**src/logic/panel_pkg.sv**
```systemverilog
/*
 Constants, glyph codes and helpers for the alarm and setting panel.
 Assumes a 50 MHz system clock and one-cycle pulses from the store.
*/
package panel_pkg;
    // ==========================================================
    // Timing
    localparam int CLK_HZ     = 50_000_000;
    localparam int CYC_PER_MS = CLK_HZ / 1000;
    localparam int ALT_MS     = 2000;
    localparam int LONG_MS    = 2000;
    localparam int DEB_MS     = 10;
    localparam int BLINK_MS   = 250;
    localparam int ALT_CYC_D   = ALT_MS * CYC_PER_MS;
    localparam int LONG_CYC_D  = LONG_MS * CYC_PER_MS;
    localparam int DEB_CYC_D   = DEB_MS * CYC_PER_MS;
    localparam int BLINK_CYC_D = BLINK_MS * CYC_PER_MS;
    // ==========================================================
    // Sizes and codes
    localparam int HIST_DEPTH = 16;
    localparam int PT_TABLES  = 8;
    localparam int PT_ITEMS   = 6;
    localparam int PAR_COUNT  = 32;
    localparam logic [6:0] COUNT_MAX  = 7'h63;
    localparam logic [6:0] TEN        = 7'h0A;
    localparam logic [3:0] WIPE_DIGIT = 4'h1;
    localparam logic [2:0] ITEM_POS   = 3'h0;
    localparam int B_SET  = 0;
    localparam int B_MODE = 1;
    localparam int B_UP   = 2;
    localparam int B_DOWN = 3;
    localparam logic [4:0] G_DASH  = 5'h10;
    localparam logic [4:0] G_P     = 5'h11;
    localparam logic [4:0] G_N     = 5'h12;
    localparam logic [4:0] G_H     = 5'h13;
    localparam logic [4:0] G_BLANK = 5'h14;

    typedef enum logic [8:0] {
        ST_STAT  = 9'h001, ST_CUR = 9'h002, ST_HIST = 9'h004,
        ST_TOUGH = 9'h008, ST_REC = 9'h010, ST_PERR = 9'h020,
        ST_PT    = 9'h040, ST_PAR = 9'h080, ST_EDIT = 9'h100
    } screen_t;

    // ==========================================================
    // Helpers
    function automatic logic [6:0] seg7(input logic [4:0] g);
        case (g)
            5'h00: seg7 = 7'h3F;  5'h01: seg7 = 7'h06;  5'h02: seg7 = 7'h5B;
            5'h03: seg7 = 7'h4F;  5'h04: seg7 = 7'h66;  5'h05: seg7 = 7'h6D;
            5'h06: seg7 = 7'h7D;  5'h07: seg7 = 7'h07;  5'h08: seg7 = 7'h7F;
            5'h09: seg7 = 7'h6F;  5'h0A: seg7 = 7'h77;  5'h0B: seg7 = 7'h7C;
            5'h0C: seg7 = 7'h39;  5'h0D: seg7 = 7'h5E;  5'h0E: seg7 = 7'h79;
            5'h0F: seg7 = 7'h71;  G_DASH: seg7 = 7'h40; G_P: seg7 = 7'h73;
            G_N: seg7 = 7'h54;    G_H: seg7 = 7'h76;    default: seg7 = 7'h00;
        endcase
    endfunction

    // Item letters P d A b n H
    function automatic logic [4:0] item_glyph(input logic [2:0] it);
        case (it)
            3'h0: item_glyph = G_P;    3'h1: item_glyph = 5'h0D;
            3'h2: item_glyph = 5'h0A;  3'h3: item_glyph = 5'h0B;
            3'h4: item_glyph = G_N;    default: item_glyph = G_H;
        endcase
    endfunction

    function automatic logic [11:0] bcd3_step(input logic [11:0] v, input logic up);
        logic [11:0] r;
        logic        c;
        r = v;
        c = 1'b1;
        for (int i = 0; i < 3; i++) begin
            if (c) begin
                if (up && r[i*4+:4] == 4'h9) r[i*4+:4] = 4'h0;
                else if (!up && r[i*4+:4] == 4'h0) r[i*4+:4] = 4'h9;
                else begin
                    r[i*4+:4] = up ? r[i*4+:4] + 4'h1 : r[i*4+:4] - 4'h1;
                    c = 1'b0;
                end
            end
        end
        return r;
    endfunction
endpackage

```
**src/logic/panel_ctrl.sv**
```systemverilog
/*
 Alarm, point-table and parameter front-panel interpreter.
 Assumes raw active-low buttons and fault/enable pins from outside;
 alarm, store and event inputs come from logic on CLOCK.
*/
`timescale 1ns/1ps
// Summary of operation
// - Alarm screen blinks, alternates number/detail 2 s
// - Low two digits show alarm or parameter
// - No alarm shows dashes
// - Sixteen history entries, code shown with SET
// - Tough count 0..99, wiped by setting
// - Recorder count shown while SET held
// - Parameter error shows id while SET held
// - Point-table error: item letter then table
// - New alarm jumps to current alarm screen
// - Buttons navigate; third dot blinks during alarm
// - Clear by SET on current alarm screen, or fault-clear
// - After wipe, drive off returns to status
// - UP/DOWN step through history entries
// - Long MODE after entry restores old value
// - UP/DOWN change item, MODE next table
// - Wide values edited as two pages
// - Control scheme applies only after reset
// - Six items per point-table entry
module panel_ctrl
    import panel_pkg::*;
#(
    parameter int DEB_CYC   = panel_pkg::DEB_CYC_D,
    parameter int ALT_CYC   = panel_pkg::ALT_CYC_D,
    parameter int LONG_CYC  = panel_pkg::LONG_CYC_D,
    parameter int BLINK_CYC = panel_pkg::BLINK_CYC_D
) (
    input  wire logic        CLOCK,
    input  wire logic        SRST,
    input  wire logic        BTN_SET_N,
    input  wire logic        BTN_MODE_N,
    input  wire logic        BTN_UP_N,
    input  wire logic        BTN_DOWN_N,
    input  wire logic        FAULT_CLEAR_INPUT,
    input  wire logic        DRIVE_ENABLE_INPUT,
    input  wire logic        ALARM_ACTIVE,
    input  wire logic        ALARM_NEW,
    input  wire logic        ALARM_CLEARABLE,
    input  wire logic [7:0]  ALARM_CODE,
    input  wire logic [3:0]  ALARM_DETAIL,
    input  wire logic        PARAM_ERR_ACTIVE,
    input  wire logic        PARAM_ERR_IS_PT,
    input  wire logic [3:0]  PARAM_ERR_GROUP,
    input  wire logic [7:0]  PARAM_ERR_NUM,
    input  wire logic [3:0]  PT_ERR_TABLE,
    input  wire logic [2:0]  PT_ERR_ITEM,
    input  wire logic        TOUGH_EVENT,
    input  wire logic        RECORDER_EVENT,
    input  wire logic        WIPE_WRITE,
    input  wire logic [11:0] WIPE_VALUE,
    input  wire logic [3:0]  CONTROL_SCHEME_STORED,
    input  wire logic        PARAM_WIDE,
    input  wire logic [23:0] EDIT_RDATA,
    output logic [7:0]       DIGIT0,
    output logic [7:0]       DIGIT1,
    output logic [7:0]       DIGIT2,
    output logic             ALARM_CLEAR,
    output logic [7:0]       EDIT_ADDR,
    output logic             EDIT_WRITE,
    output logic [23:0]      EDIT_WDATA,
    output logic [3:0]       CONTROL_SCHEME_ACTIVE
);
    import panel_pkg::*;
    localparam int DW = $clog2(DEB_CYC + 1);
    localparam int AW = $clog2(ALT_CYC + 1);
    localparam int LW = $clog2(LONG_CYC + 1);
    localparam int KW = $clog2(BLINK_CYC + 1);

    // ==========================================================
    // Button and pin conditioning
    logic [3:0]    raw, s1_r, s2_r, held_r, held_d_r, press, rel;
    logic [DW-1:0] deb_r [4];
    logic [1:0]    fc_r, en_r;
    logic          fc_d_r, fault_rise, drive_en;
    assign raw = ~{BTN_DOWN_N, BTN_UP_N, BTN_MODE_N, BTN_SET_N};

    always_ff @(posedge CLOCK) begin
        if (SRST) begin
            s1_r <= 4'h0; s2_r <= 4'h0; fc_r <= 2'h0; en_r <= 2'h0; fc_d_r <= 1'b0;
        end else begin
            s1_r   <= raw;
            s2_r   <= s1_r;
            fc_r   <= {fc_r[0], FAULT_CLEAR_INPUT};
            en_r   <= {en_r[0], DRIVE_ENABLE_INPUT};
            fc_d_r <= fc_r[1];
        end
    end
    assign fault_rise = fc_r[1] & ~fc_d_r;
    assign drive_en   = en_r[1];

    for (genvar gi = 0; gi < 4; gi++) begin : g_deb
        always_ff @(posedge CLOCK) begin
            if (SRST) begin
                deb_r[gi] <= '0; held_r[gi] <= 1'b0; held_d_r[gi] <= 1'b0;
            end else begin
                held_d_r[gi] <= held_r[gi];
                if (s2_r[gi] == held_r[gi]) deb_r[gi] <= '0;
                else if (deb_r[gi] == DW'(DEB_CYC - 1)) begin
                    held_r[gi] <= s2_r[gi];
                    deb_r[gi]  <= '0;
                end else deb_r[gi] <= deb_r[gi] + 1'b1;
            end
        end
    end
    assign press = held_r & ~held_d_r;
    assign rel   = ~held_r & held_d_r;

    // Long MODE timing from the debounced press edge
    logic [LW-1:0] long_cnt_r;
    logic          long_hit, long_done_r, mode_short;
    assign long_hit   = held_r[B_MODE] && long_cnt_r == LW'(LONG_CYC - 1);
    assign mode_short = rel[B_MODE] & ~long_done_r;
    always_ff @(posedge CLOCK) begin
        if (SRST) begin
            long_cnt_r <= '0; long_done_r <= 1'b0;
        end else if (press[B_MODE]) begin
            long_cnt_r <= '0; long_done_r <= 1'b0;
        end else if (held_r[B_MODE] && !long_done_r) begin
            long_cnt_r <= long_cnt_r + 1'b1;
            if (long_hit) long_done_r <= 1'b1;
        end
    end

    // ==========================================================
    // Alarm history and counters
    logic [12:0] hist_r [HIST_DEPTH];
    logic [6:0]  tough_r, rec_r;
    logic        wipe;
    assign wipe = WIPE_WRITE && WIPE_VALUE[3:0] == WIPE_DIGIT;

    for (genvar hi = 0; hi < HIST_DEPTH; hi++) begin : g_hist
        always_ff @(posedge CLOCK) begin
            if (SRST) hist_r[hi] <= '0;
            else if (ALARM_NEW)
                hist_r[hi] <= (hi == 0) ? {1'b1, ALARM_DETAIL, ALARM_CODE}
                                        : hist_r[(hi == 0) ? 0 : hi - 1];
            else if (wipe) hist_r[hi] <= '0;
        end
    end

    always_ff @(posedge CLOCK) begin
        if (SRST) begin
            tough_r <= '0; rec_r <= '0;
        end else begin
            if (TOUGH_EVENT && tough_r != COUNT_MAX) tough_r <= tough_r + 7'h01;
            else if (wipe) tough_r <= '0;
            if (RECORDER_EVENT && rec_r != COUNT_MAX) rec_r <= rec_r + 7'h01;
        end
    end

    // Alternation and blink timers
    logic [AW-1:0] alt_cnt_r;
    logic [KW-1:0] blk_cnt_r;
    logic          alt_ph_r, blink_r;
    always_ff @(posedge CLOCK) begin
        if (SRST || ALARM_NEW || !ALARM_ACTIVE) begin
            alt_cnt_r <= '0; alt_ph_r <= 1'b0;
        end else if (alt_cnt_r == AW'(ALT_CYC - 1)) begin
            alt_cnt_r <= '0; alt_ph_r <= ~alt_ph_r;
        end else alt_cnt_r <= alt_cnt_r + 1'b1;
    end
    always_ff @(posedge CLOCK) begin
        if (SRST || !ALARM_ACTIVE) begin
            blk_cnt_r <= '0; blink_r <= 1'b1;
        end else if (blk_cnt_r == KW'(BLINK_CYC - 1)) begin
            blk_cnt_r <= '0; blink_r <= ~blink_r;
        end else blk_cnt_r <= blk_cnt_r + 1'b1;
    end

    // Alarm clear request
    screen_t     scr_r;
    always_ff @(posedge CLOCK) begin
        if (SRST) ALARM_CLEAR <= 1'b0;
        else ALARM_CLEAR <= ALARM_ACTIVE && ALARM_CLEARABLE &&
                            ((press[B_SET] && scr_r == ST_CUR) || fault_rise);
    end

    // Control scheme latched once after reset
    logic boot_r;
    always_ff @(posedge CLOCK) begin
        if (SRST) begin
            boot_r <= 1'b1; CONTROL_SCHEME_ACTIVE <= 4'h0;
        end else if (boot_r) begin
            boot_r <= 1'b0; CONTROL_SCHEME_ACTIVE <= CONTROL_SCHEME_STORED;
        end
    end

    // ==========================================================
    // Screen navigation
    logic [3:0]  hidx_r, pt_r;
    logic [2:0]  item_r;
    logic [6:0]  par_r;
    logic        in_pt_r;
    always_ff @(posedge CLOCK) begin
        if (SRST) begin
            scr_r <= ST_STAT; hidx_r <= '0; pt_r <= '0; item_r <= '0;
            par_r <= '0; in_pt_r <= 1'b0;
        end else if (ALARM_NEW) scr_r <= ST_CUR;
        else if (wipe && !drive_en) scr_r <= ST_STAT;
        else begin
            case (scr_r)
                ST_STAT: if (mode_short) scr_r <= ST_CUR;
                ST_CUR: begin
                    if (press[B_DOWN]) begin
                        scr_r <= ST_HIST; hidx_r <= '0;
                    end else if (press[B_UP]) scr_r <= ST_PERR;
                    else if (mode_short) scr_r <= ST_PT;
                end
                ST_HIST: begin
                    if (press[B_DOWN]) begin
                        if (hidx_r == 4'(HIST_DEPTH - 1)) scr_r <= ST_TOUGH;
                        else hidx_r <= hidx_r + 4'h1;
                    end else if (press[B_UP]) begin
                        if (hidx_r == 4'h0) scr_r <= ST_CUR;
                        else hidx_r <= hidx_r - 4'h1;
                    end else if (mode_short) scr_r <= ST_PT;
                end
                ST_TOUGH: begin
                    if (press[B_DOWN]) scr_r <= ST_REC;
                    else if (press[B_UP]) begin
                        scr_r <= ST_HIST; hidx_r <= 4'(HIST_DEPTH - 1);
                    end else if (mode_short) scr_r <= ST_PT;
                end
                ST_REC: begin
                    if (press[B_DOWN]) scr_r <= ST_PERR;
                    else if (press[B_UP]) scr_r <= ST_TOUGH;
                    else if (mode_short) scr_r <= ST_PT;
                end
                ST_PERR: begin
                    if (press[B_DOWN]) scr_r <= ST_CUR;
                    else if (press[B_UP]) scr_r <= ST_REC;
                    else if (mode_short) scr_r <= ST_PT;
                end
                ST_PT: begin
                    if (press[B_DOWN])
                        item_r <= (item_r == 3'(PT_ITEMS - 1)) ? 3'h0 : item_r + 3'h1;
                    else if (press[B_UP])
                        item_r <= (item_r == 3'h0) ? 3'(PT_ITEMS - 1) : item_r - 3'h1;
                    else if (mode_short) begin
                        if (pt_r == 4'(PT_TABLES - 1)) begin
                            scr_r <= ST_PAR; pt_r <= '0;
                        end else pt_r <= pt_r + 4'h1;
                    end else if (press[B_SET]) begin
                        scr_r <= ST_EDIT; in_pt_r <= 1'b1;
                    end
                end
                ST_PAR: begin
                    if (press[B_DOWN]) par_r <= 7'((par_r + 7'h01) % PAR_COUNT);
                    else if (press[B_UP])
                        par_r <= (par_r == 7'h00) ? 7'(PAR_COUNT - 1) : par_r - 7'h01;
                    else if (mode_short) scr_r <= ST_STAT;
                    else if (press[B_SET]) begin
                        scr_r <= ST_EDIT; in_pt_r <= 1'b0;
                    end
                end
                ST_EDIT: if (press[B_SET]) scr_r <= in_pt_r ? ST_PT : ST_PAR;
                default: scr_r <= ST_STAT;
            endcase
        end
    end

    always_ff @(posedge CLOCK) begin
        if (SRST) EDIT_ADDR <= 8'h00;
        else EDIT_ADDR <= (scr_r == ST_PT || (scr_r == ST_EDIT && in_pt_r))
                          ? {1'b1, pt_r, item_r} : {1'b0, par_r};
    end

    // ==========================================================
    // Value editing, entry and cancel
    logic [23:0] val_r, prev_r;
    logic        page_r, just_r, wide, browse;
    assign wide   = in_pt_r ? item_r == ITEM_POS : PARAM_WIDE;
    assign browse = scr_r == ST_PT || scr_r == ST_PAR;
    always_ff @(posedge CLOCK) begin
        if (SRST) begin
            val_r <= '0; prev_r <= '0; page_r <= 1'b0; just_r <= 1'b0;
            EDIT_WRITE <= 1'b0; EDIT_WDATA <= '0;
        end else begin
            EDIT_WRITE <= 1'b0;
            if (just_r && long_hit && browse) begin
                EDIT_WRITE <= 1'b1; EDIT_WDATA <= prev_r; just_r <= 1'b0;
            end else if (|press[B_DOWN:B_UP] || press[B_SET] || mode_short)
                just_r <= 1'b0;
            if (browse && press[B_SET]) begin
                val_r <= EDIT_RDATA; page_r <= 1'b0;
            end
            if (scr_r == ST_EDIT) begin
                if (press[B_UP] || press[B_DOWN])
                    val_r[page_r*12+:12] <= bcd3_step(val_r[page_r*12+:12], press[B_UP]);
                else if (mode_short && wide) page_r <= ~page_r;
                else if (press[B_SET]) begin
                    EDIT_WRITE <= 1'b1; EDIT_WDATA <= val_r;
                    prev_r <= EDIT_RDATA; just_r <= 1'b1;
                end
            end
        end
    end

    // ==========================================================
    // Display composition
    logic [4:0]  g2, g1, g0;
    logic [12:0] he;
    assign he = hist_r[hidx_r];
    always_comb begin
        g2 = G_BLANK; g1 = G_BLANK; g0 = G_BLANK;
        case (scr_r)
            ST_CUR: begin
                if (!ALARM_ACTIVE) begin
                    g2 = G_DASH; g1 = G_DASH; g0 = G_DASH;
                end else if (blink_r && !alt_ph_r) begin
                    g1 = {1'b0, ALARM_CODE[7:4]}; g0 = {1'b0, ALARM_CODE[3:0]};
                end else if (blink_r) g0 = {1'b0, ALARM_DETAIL};
            end
            ST_HIST: begin
                if (held_r[B_SET] && he[12]) begin
                    g2 = {1'b0, he[11:8]}; g1 = {1'b0, he[7:4]}; g0 = {1'b0, he[3:0]};
                end else if (held_r[B_SET]) begin
                    g1 = G_DASH; g0 = G_DASH;
                end else begin
                    g2 = G_H; g0 = {1'b0, hidx_r};
                end
            end
            ST_TOUGH: begin
                g1 = 5'(tough_r / TEN); g0 = 5'(tough_r % TEN);
            end
            ST_REC: begin
                if (held_r[B_SET]) begin
                    g1 = 5'(rec_r / TEN); g0 = 5'(rec_r % TEN);
                end else g2 = G_DASH;
            end
            ST_PERR: begin
                if (!PARAM_ERR_ACTIVE) begin
                    g2 = G_DASH; g1 = G_DASH; g0 = G_DASH;
                end else if (!held_r[B_SET]) g2 = G_P;
                else if (PARAM_ERR_IS_PT) begin
                    g2 = item_glyph(PT_ERR_ITEM); g0 = {1'b0, PT_ERR_TABLE};
                end else begin
                    g2 = {1'b0, PARAM_ERR_GROUP};
                    g1 = {1'b0, PARAM_ERR_NUM[7:4]}; g0 = {1'b0, PARAM_ERR_NUM[3:0]};
                end
            end
            ST_PT: begin
                g2 = item_glyph(item_r); g1 = G_DASH; g0 = {1'b0, pt_r};
            end
            ST_PAR: begin
                g2 = G_P; g1 = {2'b00, par_r[6:4]}; g0 = {1'b0, par_r[3:0]};
            end
            ST_EDIT: begin
                g2 = {1'b0, val_r[page_r*12+8+:4]};
                g1 = {1'b0, val_r[page_r*12+4+:4]};
                g0 = {1'b0, val_r[page_r*12+:4]};
            end
            default: g0 = G_BLANK;
        endcase
    end

    always_ff @(posedge CLOCK) begin
        if (SRST) begin
            DIGIT0 <= 8'h00; DIGIT1 <= 8'h00; DIGIT2 <= 8'h00;
        end else begin
            DIGIT0 <= {1'b0, seg7(g0)};
            DIGIT1 <= {1'b0, seg7(g1)};
            DIGIT2 <= {ALARM_ACTIVE & blink_r, seg7(g2)};
        end
    end
endmodule

```
**config.mk**
```make
export PLATFORM = sky130hd
export DESIGN_NAME = panel_ctrl
export DESIGN_NICKNAME = d
export VERILOG_FILES = /design/src/logic/panel_pkg.sv /design/src/logic/panel_ctrl.sv
export SDC_FILE = /design/constraint.sdc
export NUM_CORES = 1
export LEC_CHECK = 0
export BUFFER_PORTS_ARGS = -buffer_cell sky130_fd_sc_hd__buf_2
export CORE_MARGIN = 5
export CORE_UTILIZATION = 40
export DETAILED_ROUTE_END_ITERATION = 8
export GPL_TIMING_DRIVEN = 1
export MAX_ROUTING_LAYER = met4
export PLACE_DENSITY_LB_ADDON = 0.05
export SYNTH_ARGS = -nofsm -noshare
export SYNTH_HDL_FRONTEND = slang
export SYNTH_SLANG_ARGS = --single-unit
```
**constraint.sdc**
```tcl
create_clock -name CLOCK -period 5.69 [get_ports CLOCK]
set_input_delay 0.2845 -clock CLOCK [delete_from_list [all_inputs] [get_ports CLOCK]]
set_output_delay 0.2845 -clock CLOCK [all_outputs]
set_load 0.05 [all_outputs]
```
==> metrics.txt, run 1 <==
Via Count=20900; Worst Setup End Kind=flip-flop; # DRC=0; Setup Viol. Count Final=0; fin crit period=4.77 ns; Max Clock Skew=0.0212 ns; HP Class=input port to flip-flop; Pwr Density=271 nW/µm²; Worst-Margin Slew=1.15 ns; CP Launch Type=flip-flop; Root Driver=clkbuf_16; setup repair after global routing missed its margin=no; most frequent cells in the layout=324 x nor2_1, 284 x edfxtp_1, 262 x nand2_1, 256 x dfxtp_1, 217 x and2_1; ant diodes=0; max-slew violation count=0; number of post-CTS setup repair buffers=0; share of layout cells above drive strength 1=12.3%; htree depth=2; TNS Setup=0 ns; peak supply drop=0.250 mV; fmax=210 MHz; Initial Util=40.3%; GRT Total Usage=19.5%; Max transition margin=22.9%; Cell Area, Synth=27700 µm²; WP data required=6.20 ns; core area=68700 µm²; number of flops mapped to enable cells by yosys=284; HP Start=TOUGH_EVENT; clock latency on the worst-skew pair=0.64 ns; IO Pins=150; initial drt markers=1652; Clock Path Buffers=3; # rows=96; maximum number of pins on one net before global-route repair=182; Post-synth ARST share=0%; cell count after synthesis=2732; total chip power=8620 µW; Syn Area/Cell=10.1 µm²; final hold vios=0; TritonRoute pass-1 iters=8; Crit Path Max Fanout=20; area delta synth->final=14.9%; Final Util=46.3%; Die W=273 µm; number of global-route vias before repair=20600; Netlist cell types=93; synth warn=0; Num CTS Buffers=61; # port buffers=139; Sink Count=543; post-synthesis register bit count=543; die area=74600 µm²; post-CTS resize count=0; chip height=273 µm; drt total wl=73100 µm; HPWL after DPL=50100 µm; TritonCTS clock tree=built; CP startpoint=tough_r[5]$_SDFFE_PP0P_; Seq/Total Area, Yosys=49.5%; Nets=3068; reg2reg start=tough_r[5]$_SDFFE_PP0P_; Reg clk slew, reported paths=0.07 ns; antenna-violating nets left=0; outcome=finished clean; final RePlAce weighted congestion=0.924; static leakage=0.0118 µW; period utilization=83.9%; vias per inst=5.36; wire per inst=18.7 µm; Main synth FF type=edfxtp_1; MaxCap Viol Count=0; Setup Crit Path Kind=flip-flop to flip-flop; GR Overflow Total=0; commonest non-fill, non-tap cell in the layout=nor2_1; crit path DAT=5.28 ns; initial antenna violation count=0; first-pass GRT wire length=115000 µm
==> what timing repair did <==
action,in CTS,in global routing
hold buffers,48,0
setup endpoints to repair,0,0
endpoints found under the hold margin,51,0
==> cell families after synthesis <==
logic type      count (synthesis)  synth area share (%)
simple gates                 1220                  22.2
other cells                     2                0.0271
buf+inv                       205                  3.02
fa+ha+maj                      54                  2.55
xor+xnor                      155                  4.90
compound gates                423                  10.3
mux                           130                  7.49
flops                         543                  49.5
==> cell usage after synthesis, types with 5 or more instances <==
library cell | count | area [µm²]
a2111oi_0 | 7 | 61.3
a211oi_1 | 55 | 413
a21boi_0 | 5 | 37.5
a21o_1 | 7 | 52.6
a21oi_1 | 130 | 651
a221o_1 | 6 | 60.1
a221oi_1 | 9 | 78.8
a22oi_1 | 8 | 60.1
a311oi_1 | 28 | 245
a31oi_1 | 13 | 81.3
and2_1 | 217 | 1360
and3_1 | 42 | 263
and4_1 | 8 | 70.1
buf_1 | 8 | 30.0
buf_2 | 30 | 150
clkbuf_1 | 113 | 424
dfxtp_1 | 259 | 5180
edfxtp_1 | 284 | 8530
ha_1 | 50 | 626
inv_1 | 46 | 173
mux2_2 | 17 | 191
mux2i_1 | 52 | 521
mux4_2 | 60 | 1350
nand2_1 | 263 | 987
nand2b_1 | 17 | 106
nand3_1 | 99 | 495
nand4_1 | 31 | 194
nor2_1 | 325 | 1220
nor2b_1 | 56 | 350
nor3_1 | 45 | 225
nor3b_1 | 9 | 67.6
nor4_1 | 19 | 119
nor4b_1 | 14 | 123
o211ai_1 | 11 | 82.6
o21ai_0 | 71 | 355
o221ai_1 | 8 | 70.1
o22ai_1 | 14 | 87.6
or2_2 | 7 | 43.8
or3_1 | 35 | 219
xnor2_1 | 65 | 569
xor2_1 | 90 | 788
==> power by group <==
group          total, µW  internal [µW]  switching (µW)
combinational        460            179             281
clock               3810           2180            1630
sequential          4350           4270            86.4
==> path summary, 6_finish.rpt <==
check | to | slack [ns] | cells past startpoint
setup / recovery | DIGIT0[1]$_SDFF_PP0_ | 0.92 | 15
setup reg to reg | DIGIT0[1]$_SDFF_PP0_ | 0.92 | 15
hold / removal | tough_r[6]$_SDFFE_PP0P_ | 0.04 | 3
hold reg to reg | s2_r[1]$_SDFF_PP0_ | 0.44 | 1
==> worst max-delay path, stage by stage, from the launching register on <==
cell	delay, ns
dfxtp_1	0.71
nand2b_1	0.31
xnor2_1	0.19
a221oi_1	0.35
ha_1	0.37
nand2b_1	0.14
a21oi_1	0.04
o31a_1	0.30
nor4b_4	0.39
xnor2_1	0.13
o211ai_1	0.67
inv_1	0.23
ha_1	0.36
mux2_2	0.27
nand3_1	0.08
a21oi_1	0.08
==> registers in the layout (all words and copies together), names as in the netlist, 7 cells and up, named ones only <==
name / flops
EDIT_ADDR: 8
tough_r: 7
val_r: 24
DIGIT1: 7
prev_r: 24
blk_cnt_r: 24
scr_r: 9
DIGIT0: 7
long_cnt_r: 27
alt_cnt_r: 27
deb_r: 76
EDIT_WDATA: 24
DIGIT2: 8
hist_r: 208
par_r: 7
rec_r: 7
==> layer usage <==
| metal | share of wire (%) | global-route usage (%) |
|---|---|---|
| met1 | 48 | 27.7 |
| met4 | 2.2 | 4.69 |
| met3 | 5.5 | 3.26 |
| met5 | 0 | - |
| met2 | 44 | 29.5 |
==> cell type report <==
class	instances	area [µm²]
clock buffers	88	1730
clock inverters	20	170
fillers	6538	36900
inverters	48	180
multi-input cells	2060	13500
flip-flops and latches	543	13700
well taps	931	1160
repair buffers	212	1380
==> metrics by stage <==
step,instance area (µm²),hold slack (ns),std cells,worst slack (ns)
finish,31800,0.0363,3902,0.919
global route,31800,0.0215,3902,0.616
CTS,31800,0.000713,3902,1.03
detailed placement,29500,0.435,3746,1.05
global placement,29500,0.432,3746,1.13
floorplan,28000,0.312,2808,0.121
Note: power is estimated with default switching activity, not from simulation.
==> run 2: changes to the inputs <==
- clock period: 5.69 -> 3.99 ns (I/O delays scaled with it)
==> run 2 against run 1 <==
- power rose by 46%
- design area rose by 2.2%
- register-to-register slack got worse by 0.76 ns
- highest routed layer unchanged
==> metrics.txt, run 2 (synthesis gave the netlist of run 1 again) <==
Sink Count=543; IO Pins=150; DP Area=30000 µm²; peak supply drop=0.318 mV; Worst Setup End Kind=flip-flop; chip height=273 µm; HPWL after DPL=52300 µm; Setup Crit Path Kind=flip-flop to flip-flop; final instance area=32600 µm²; TritonRoute pass-1 iters=5; HP Class=input port to flip-flop; register area=13700 µm²; fin crit period=3.83 ns; initial antenna violation count=1; non-filler cells, final=3972; Nets=3134; placed insts=3802; Via Count=21100; reg2reg start=tough_r[4]$_SDFFE_PP0P_; htree depth=3; TritonCTS clock tree=built; Top reg by flops=hist_r; final hold vios=0; vias per inst=5.31; drt total wl=74200 µm; Clock Path Buffers=3; Initial Util=40.3%; antenna-violating nets left=0; combined area of the multi-input logic cells=13500 µm²; Critical path buffers and inverters=4; # port buffers=139; Root Driver=clkbuf_16; area delta synth->final=17.5%; CP dominant cell by count=buf_4; worst hold slack=0.0325 ns; Crit Path Max Fanout=5; setup repair after global routing missed its margin=yes; Die W=273 µm; initial drt markers=1569; core area=68700 µm²; outcome=finished clean; cells along the critical path=nor3b_2 > o21ai_0 > a21oi_1 > a221oi_2 > buf_4 > ha_1 > nand2b_1 > a21oi_1 > o31a_1 > nor4b_4 > buf_4 > buf_4 > o211ai_1 > inv_1 > ha_1 > mux2i_1 > nor2_1 > nor3_1; Pwr Density=386 nW/µm²; total chip power=12600 µW; MaxCap Viol Count=0; crit path DAT=4.30 ns; # rows=96; final RePlAce weighted congestion=0.917; Max Clock Skew=0.0283 ns; Setup Viol. Count Final=0; fillers=6455; Worst-Margin Slew=0.915 ns; first-pass GRT wire length=117000 µm; Reg clk slew, reported paths=0.07 ns; crit-path leading delay family=compound AO/OA/AOI/OAI gates; max-slew violation count=0; WP data required=4.46 ns; GRT Total Usage=20.0%; CP startpoint=tough_r[4]$_SDFFE_PP0P_; Largest regs=hist_r x208, deb_r x76; HP Start=ALARM_NEW; Crit-path slowest cell=o211ai_1; static leakage=0.0122 µW; fmax=261 MHz; die area=74600 µm²; clock latency on the worst-skew pair=0.59 ns; maximum number of pins on one net before global-route repair=114; max reg flops=208; # DRC=0; CP Launch Type=flip-flop; Crit path largest cell delay=0.53 ns; Max transition margin=38.9%; number of global-route vias before repair=20700; Num CTS Buffers=66; period utilization=95.9%; wire per inst=18.7 µm; GR Overflow Total=0; share of layout cells above drive strength 1=14.4%; most frequent cells in the layout=324 x nor2_1, 284 x edfxtp_1, 262 x nand2_1, 255 x dfxtp_1, 217 x and2_1; commonest non-fill, non-tap cell in the layout=nor2_1
-- run 2: power breakdown --
group          leakage (µW)  internal (µW)  switching, µW
combinational       0.00601            268            405
clock               0.00101           3370           2330
sequential          0.00519           6080            123
total                0.0122           9720           2860
-- run 2: stage by stage --
| step | util [%] | worst slack, ns | TNS, ns |
|---|---|---|---|
| 5_1_grt | 47.4 | -0.0359 | -0.0976 |
| 6_report | 47.4 | 0.164 | 0 |
| 2_1_floorplan | - | 0.314 | 0 |
| 4_1_cts | 47.3 | 0.0618 | 0 |
| 3_5_place_dp | 43.6 | 0.0955 | 0 |
| 3_3_place_gp | 43.6 | 0.178 | 0 |
-- run 2: metal layers --
metal / part of all wire [%] / GRT usage, % / vias to the layer above
met1: 49 / 28.4 / 10200
li1: - / - / 10300
met5: 0 / - / -
met3: 5.0 / 3.58 / 105
met2: 44 / 30.1 / 476
met4: 2.3 / 5.11 / 0
-- run 2: what timing repair did --
action                                 CTS  global route
setup endpoints to repair                0            11
endpoints found under the hold margin   84             0
hold buffers                            50             0
setup buffers                            0             3
resized for setup                        0             8
-- run 2: cell type report --
| type | instances | area share [%] |
|---|---|---|
| multi-input combinational | 2060 | 41.5 |
| timing repair buffer | 273 | 5.86 |
| antenna | 1 | 0.00769 |
| tap | 931 | 3.58 |
| clock inverter | 27 | 0.523 |
| sequential | 543 | 42.1 |
| clock buffer | 89 | 5.78 |
| inverter | 48 | 0.553 |
-- run 2: worst paths after layout --
kind	end	slack, ns	cells past startpoint
worst max-delay path	DIGIT1[6]$_SDFF_PP0_	0.16	18
worst min-delay path	scr_r[1]$_SDFFE_PP0P_	0.03	3
worst max register to register	DIGIT1[6]$_SDFF_PP0_	0.16	18
worst min register to register	fc_d_r$_SDFF_PP0_	0.43	2
-- run 2: worst register-to-register path, stage by stage, from the launching register on --
cell and delay, ns:
dfxtp_1 0.37, nor3b_2 0.27, o21ai_0 0.13, a21oi_1 0.19
a221oi_2 0.06, buf_4 0.15, ha_1 0.23, nand2b_1 0.16
a21oi_1 0.11, o31a_1 0.18, nor4b_4 0.06, buf_4 0.16
buf_4 0.13, o211ai_1 0.53, inv_1 0.24, ha_1 0.30
mux2i_1 0.14, nor2_1 0.05, nor3_1 0.25
==> run 3: changes to the inputs <==
- RECOVER_POWER: not set -> 100
==> run 3 against run 2 <==
- the run now ends with capacitance limit, slew limit left
- combinational power down 2%
- design area shrank 0.58%
- first-iteration DRC count increased by 0.38%
- via count rose by 0.43%
- clock skew is 0.00066 ns higher
- sequential cell count is the same
- critical path type unchanged
- critical endpoint is now DIGIT1[4]$_SDFF_PP0_
- largest cell class unchanged
- highest routed layer unchanged
==> metrics.txt, run 3 (synthesis gave the netlist of run 1 again) <==
commonest non-fill, non-tap cell in the layout=nor2_1; Largest regs=hist_r x208, deb_r x76; clock latency on the worst-skew pair=0.59 ns; Nets=3134; worst hold stages=3; worst hold slack=0.0260 ns; IO Pins=150; CP Launch Type=flip-flop; most frequent cells in the layout=324 x nor2_1, 284 x edfxtp_1, 262 x nand2_1, 255 x dfxtp_1, 142 x and2_1; Die W=273 µm; placed insts=3802; drt total wl=74200 µm; max reg flops=208; initial drt markers=1575; Root Driver=clkbuf_16; Max transition margin=-56.5%; GRT Total Usage=20.0%; die area=74600 µm²; HP Class=input port to flip-flop; fin crit period=3.80 ns; WHS Endpoint=scr_r[1]$_SDFFE_PP0P_; # rows=96; worst r2r dst=DIGIT1[4]$_SDFF_PP0_; final RePlAce weighted congestion=0.917; wire per inst=18.7 µm; Worst Setup End Kind=flip-flop; HPWL after DPL=52300 µm; maximum number of pins on one net before global-route repair=114; period utilization=95.2%; core area=68700 µm²; initial antenna violation count=1; WP data required=4.49 ns; MaxCap Viol Count=3; GR Overflow Total=0; HP Start=ALARM_NEW; R2R depth=18; static leakage=0.0118 µW; outcome=finished, violations left; Pwr Density=389 nW/µm²; fmax=263 MHz; chip height=273 µm; DP Area=30000 µm²; Crit Path Max Fanout=5; violated checks=capacitance limit, slew limit; Setup Crit Path Kind=flip-flop to flip-flop; Setup Viol. Count Final=0; Clock Path Buffers=3; Worst-Margin Slew=2.34 ns; antenna-violating nets left=0; Initial Util=40.3%; final instance area=32400 µm²; # port buffers=139; crit path DAT=4.29 ns; TritonCTS clock tree=built; setup repair after global routing missed its margin=yes; Num CTS Buffers=66; # DRC=0; Reg clk slew, reported paths=0.06 ns; Final Util=47.1%; total chip power=12600 µW; first-pass GRT wire length=117000 µm; Top reg by flops=hist_r; max-slew violation count=202; reg2reg start=tough_r[4]$_SDFFE_PP0P_; vias per inst=5.33; Via Count=21200; area delta synth->final=16.8%; non-filler cells, final=3972; share of layout cells above drive strength 1=12.1%; peak supply drop=0.317 mV; R2R Setup Slk=0.19 ns; htree depth=3; final hold vios=0; TritonRoute pass-1 iters=7; Max Clock Skew=0.0290 ns; number of global-route vias before repair=20700; Sink Count=543
run 3: cell types whose count changed in the layout (fill, tap and decap cells not counted):
cell / before / now
and2_1: 217 / 142
buf_2: 138 / 79
nand2_2: 1 / 2
clkbuf_2: 0 / 8
buf_12: 6 / 3
nor2b_4: 1 / 0
nor2b_1: 53 / 54
or2_0: 0 / 1
or2_2: 7 / 6
clkbuf_1: 13 / 82
buf_4: 78 / 63
and2_0: 1 / 76
nand2_8: 1 / 0
run 3: metrics by stage:
stage / worst slack (ns) / TNS [ns]
after CTS: 0.0618 / 0
after detailed placement: 0.0955 / 0
after floorplan: 0.314 / 0
final: 0.191 / 0
after global placement: 0.178 / 0
after global routing: -0.0359 / -0.0976
run 3: how the worst max path moves through the flow:
stage | start | depth (start not counted) | slack (ns) | endpoint
global placement | tough_r[6]$_SDFFE_PP0P_ | 17 | 0.18 | DIGIT0[1]$_SDFF_PP0_
global route | tough_r[4]$_SDFFE_PP0P_ | 17 | -0.04 | DIGIT1[0]$_SDFF_PP0_
floorplan | tough_r[4]$_SDFFE_PP0P_ | 18 | 0.31 | DIGIT0[1]$_SDFF_PP0_
CTS | tough_r[6]$_SDFFE_PP0P_ | 16 | 0.06 | DIGIT1[5]$_SDFF_PP0_
finish | tough_r[4]$_SDFFE_PP0P_ | 18 | 0.19 | DIGIT1[4]$_SDFF_PP0_
detailed placement | tough_r[6]$_SDFFE_PP0P_ | 16 | 0.1 | DIGIT1[5]$_SDFF_PP0_
run 3: layout make-up:
cell class	instances	area, µm²
clock buffer	89	1880
timing repair buffer	273	1740
sequential	543	13700
fill	6507	36300
multi-input combinational	2060	13500
inverter	48	180
antenna	1	2.50
tap	931	1160
clock inverter	27	170
run 3: repair_timing:
action,4_1_cts,5_1_grt
gates resized for setup,0,8
hold endpoints to repair,84,0
hold buffers,50,0
endpoints found under the setup margin,0,11
setup buffers,0,3
run 3: layer usage:
| metal | GRT usage (%) | wire length (µm) |
|---|---|---|
| met4 | 5.11 | 1700 |
| met2 | 30.1 | 32800 |
| met3 | 3.58 | 3680 |
| met1 | 28.4 | 36000 |
| met5 | - | 0 |
run 3: critical path: stages, from the launching register on:
cell and delay [ns]:
dfxtp_1 0.37, nor3b_2 0.27, o21ai_0 0.13, a21oi_1 0.19
a221oi_2 0.06, buf_4 0.15, ha_1 0.22, nand2b_1 0.15
a21oi_1 0.11, o31a_1 0.18, nor4b_4 0.06, buf_4 0.16
buf_4 0.12, o211ai_1 0.53, inv_1 0.23, ha_1 0.30
nand2_1 0.06, o311ai_0 0.13, a211oi_1 0.26
run 3: where the power goes:
group	switching, µW	internal, µW	total, µW	leakage [µW]
Combinational	404	256	660	0.00562
Sequential	124	6090	6210	0.00519
Clock	2330	3370	5700	0.00101
Total	2860	9710	12600	0.0118
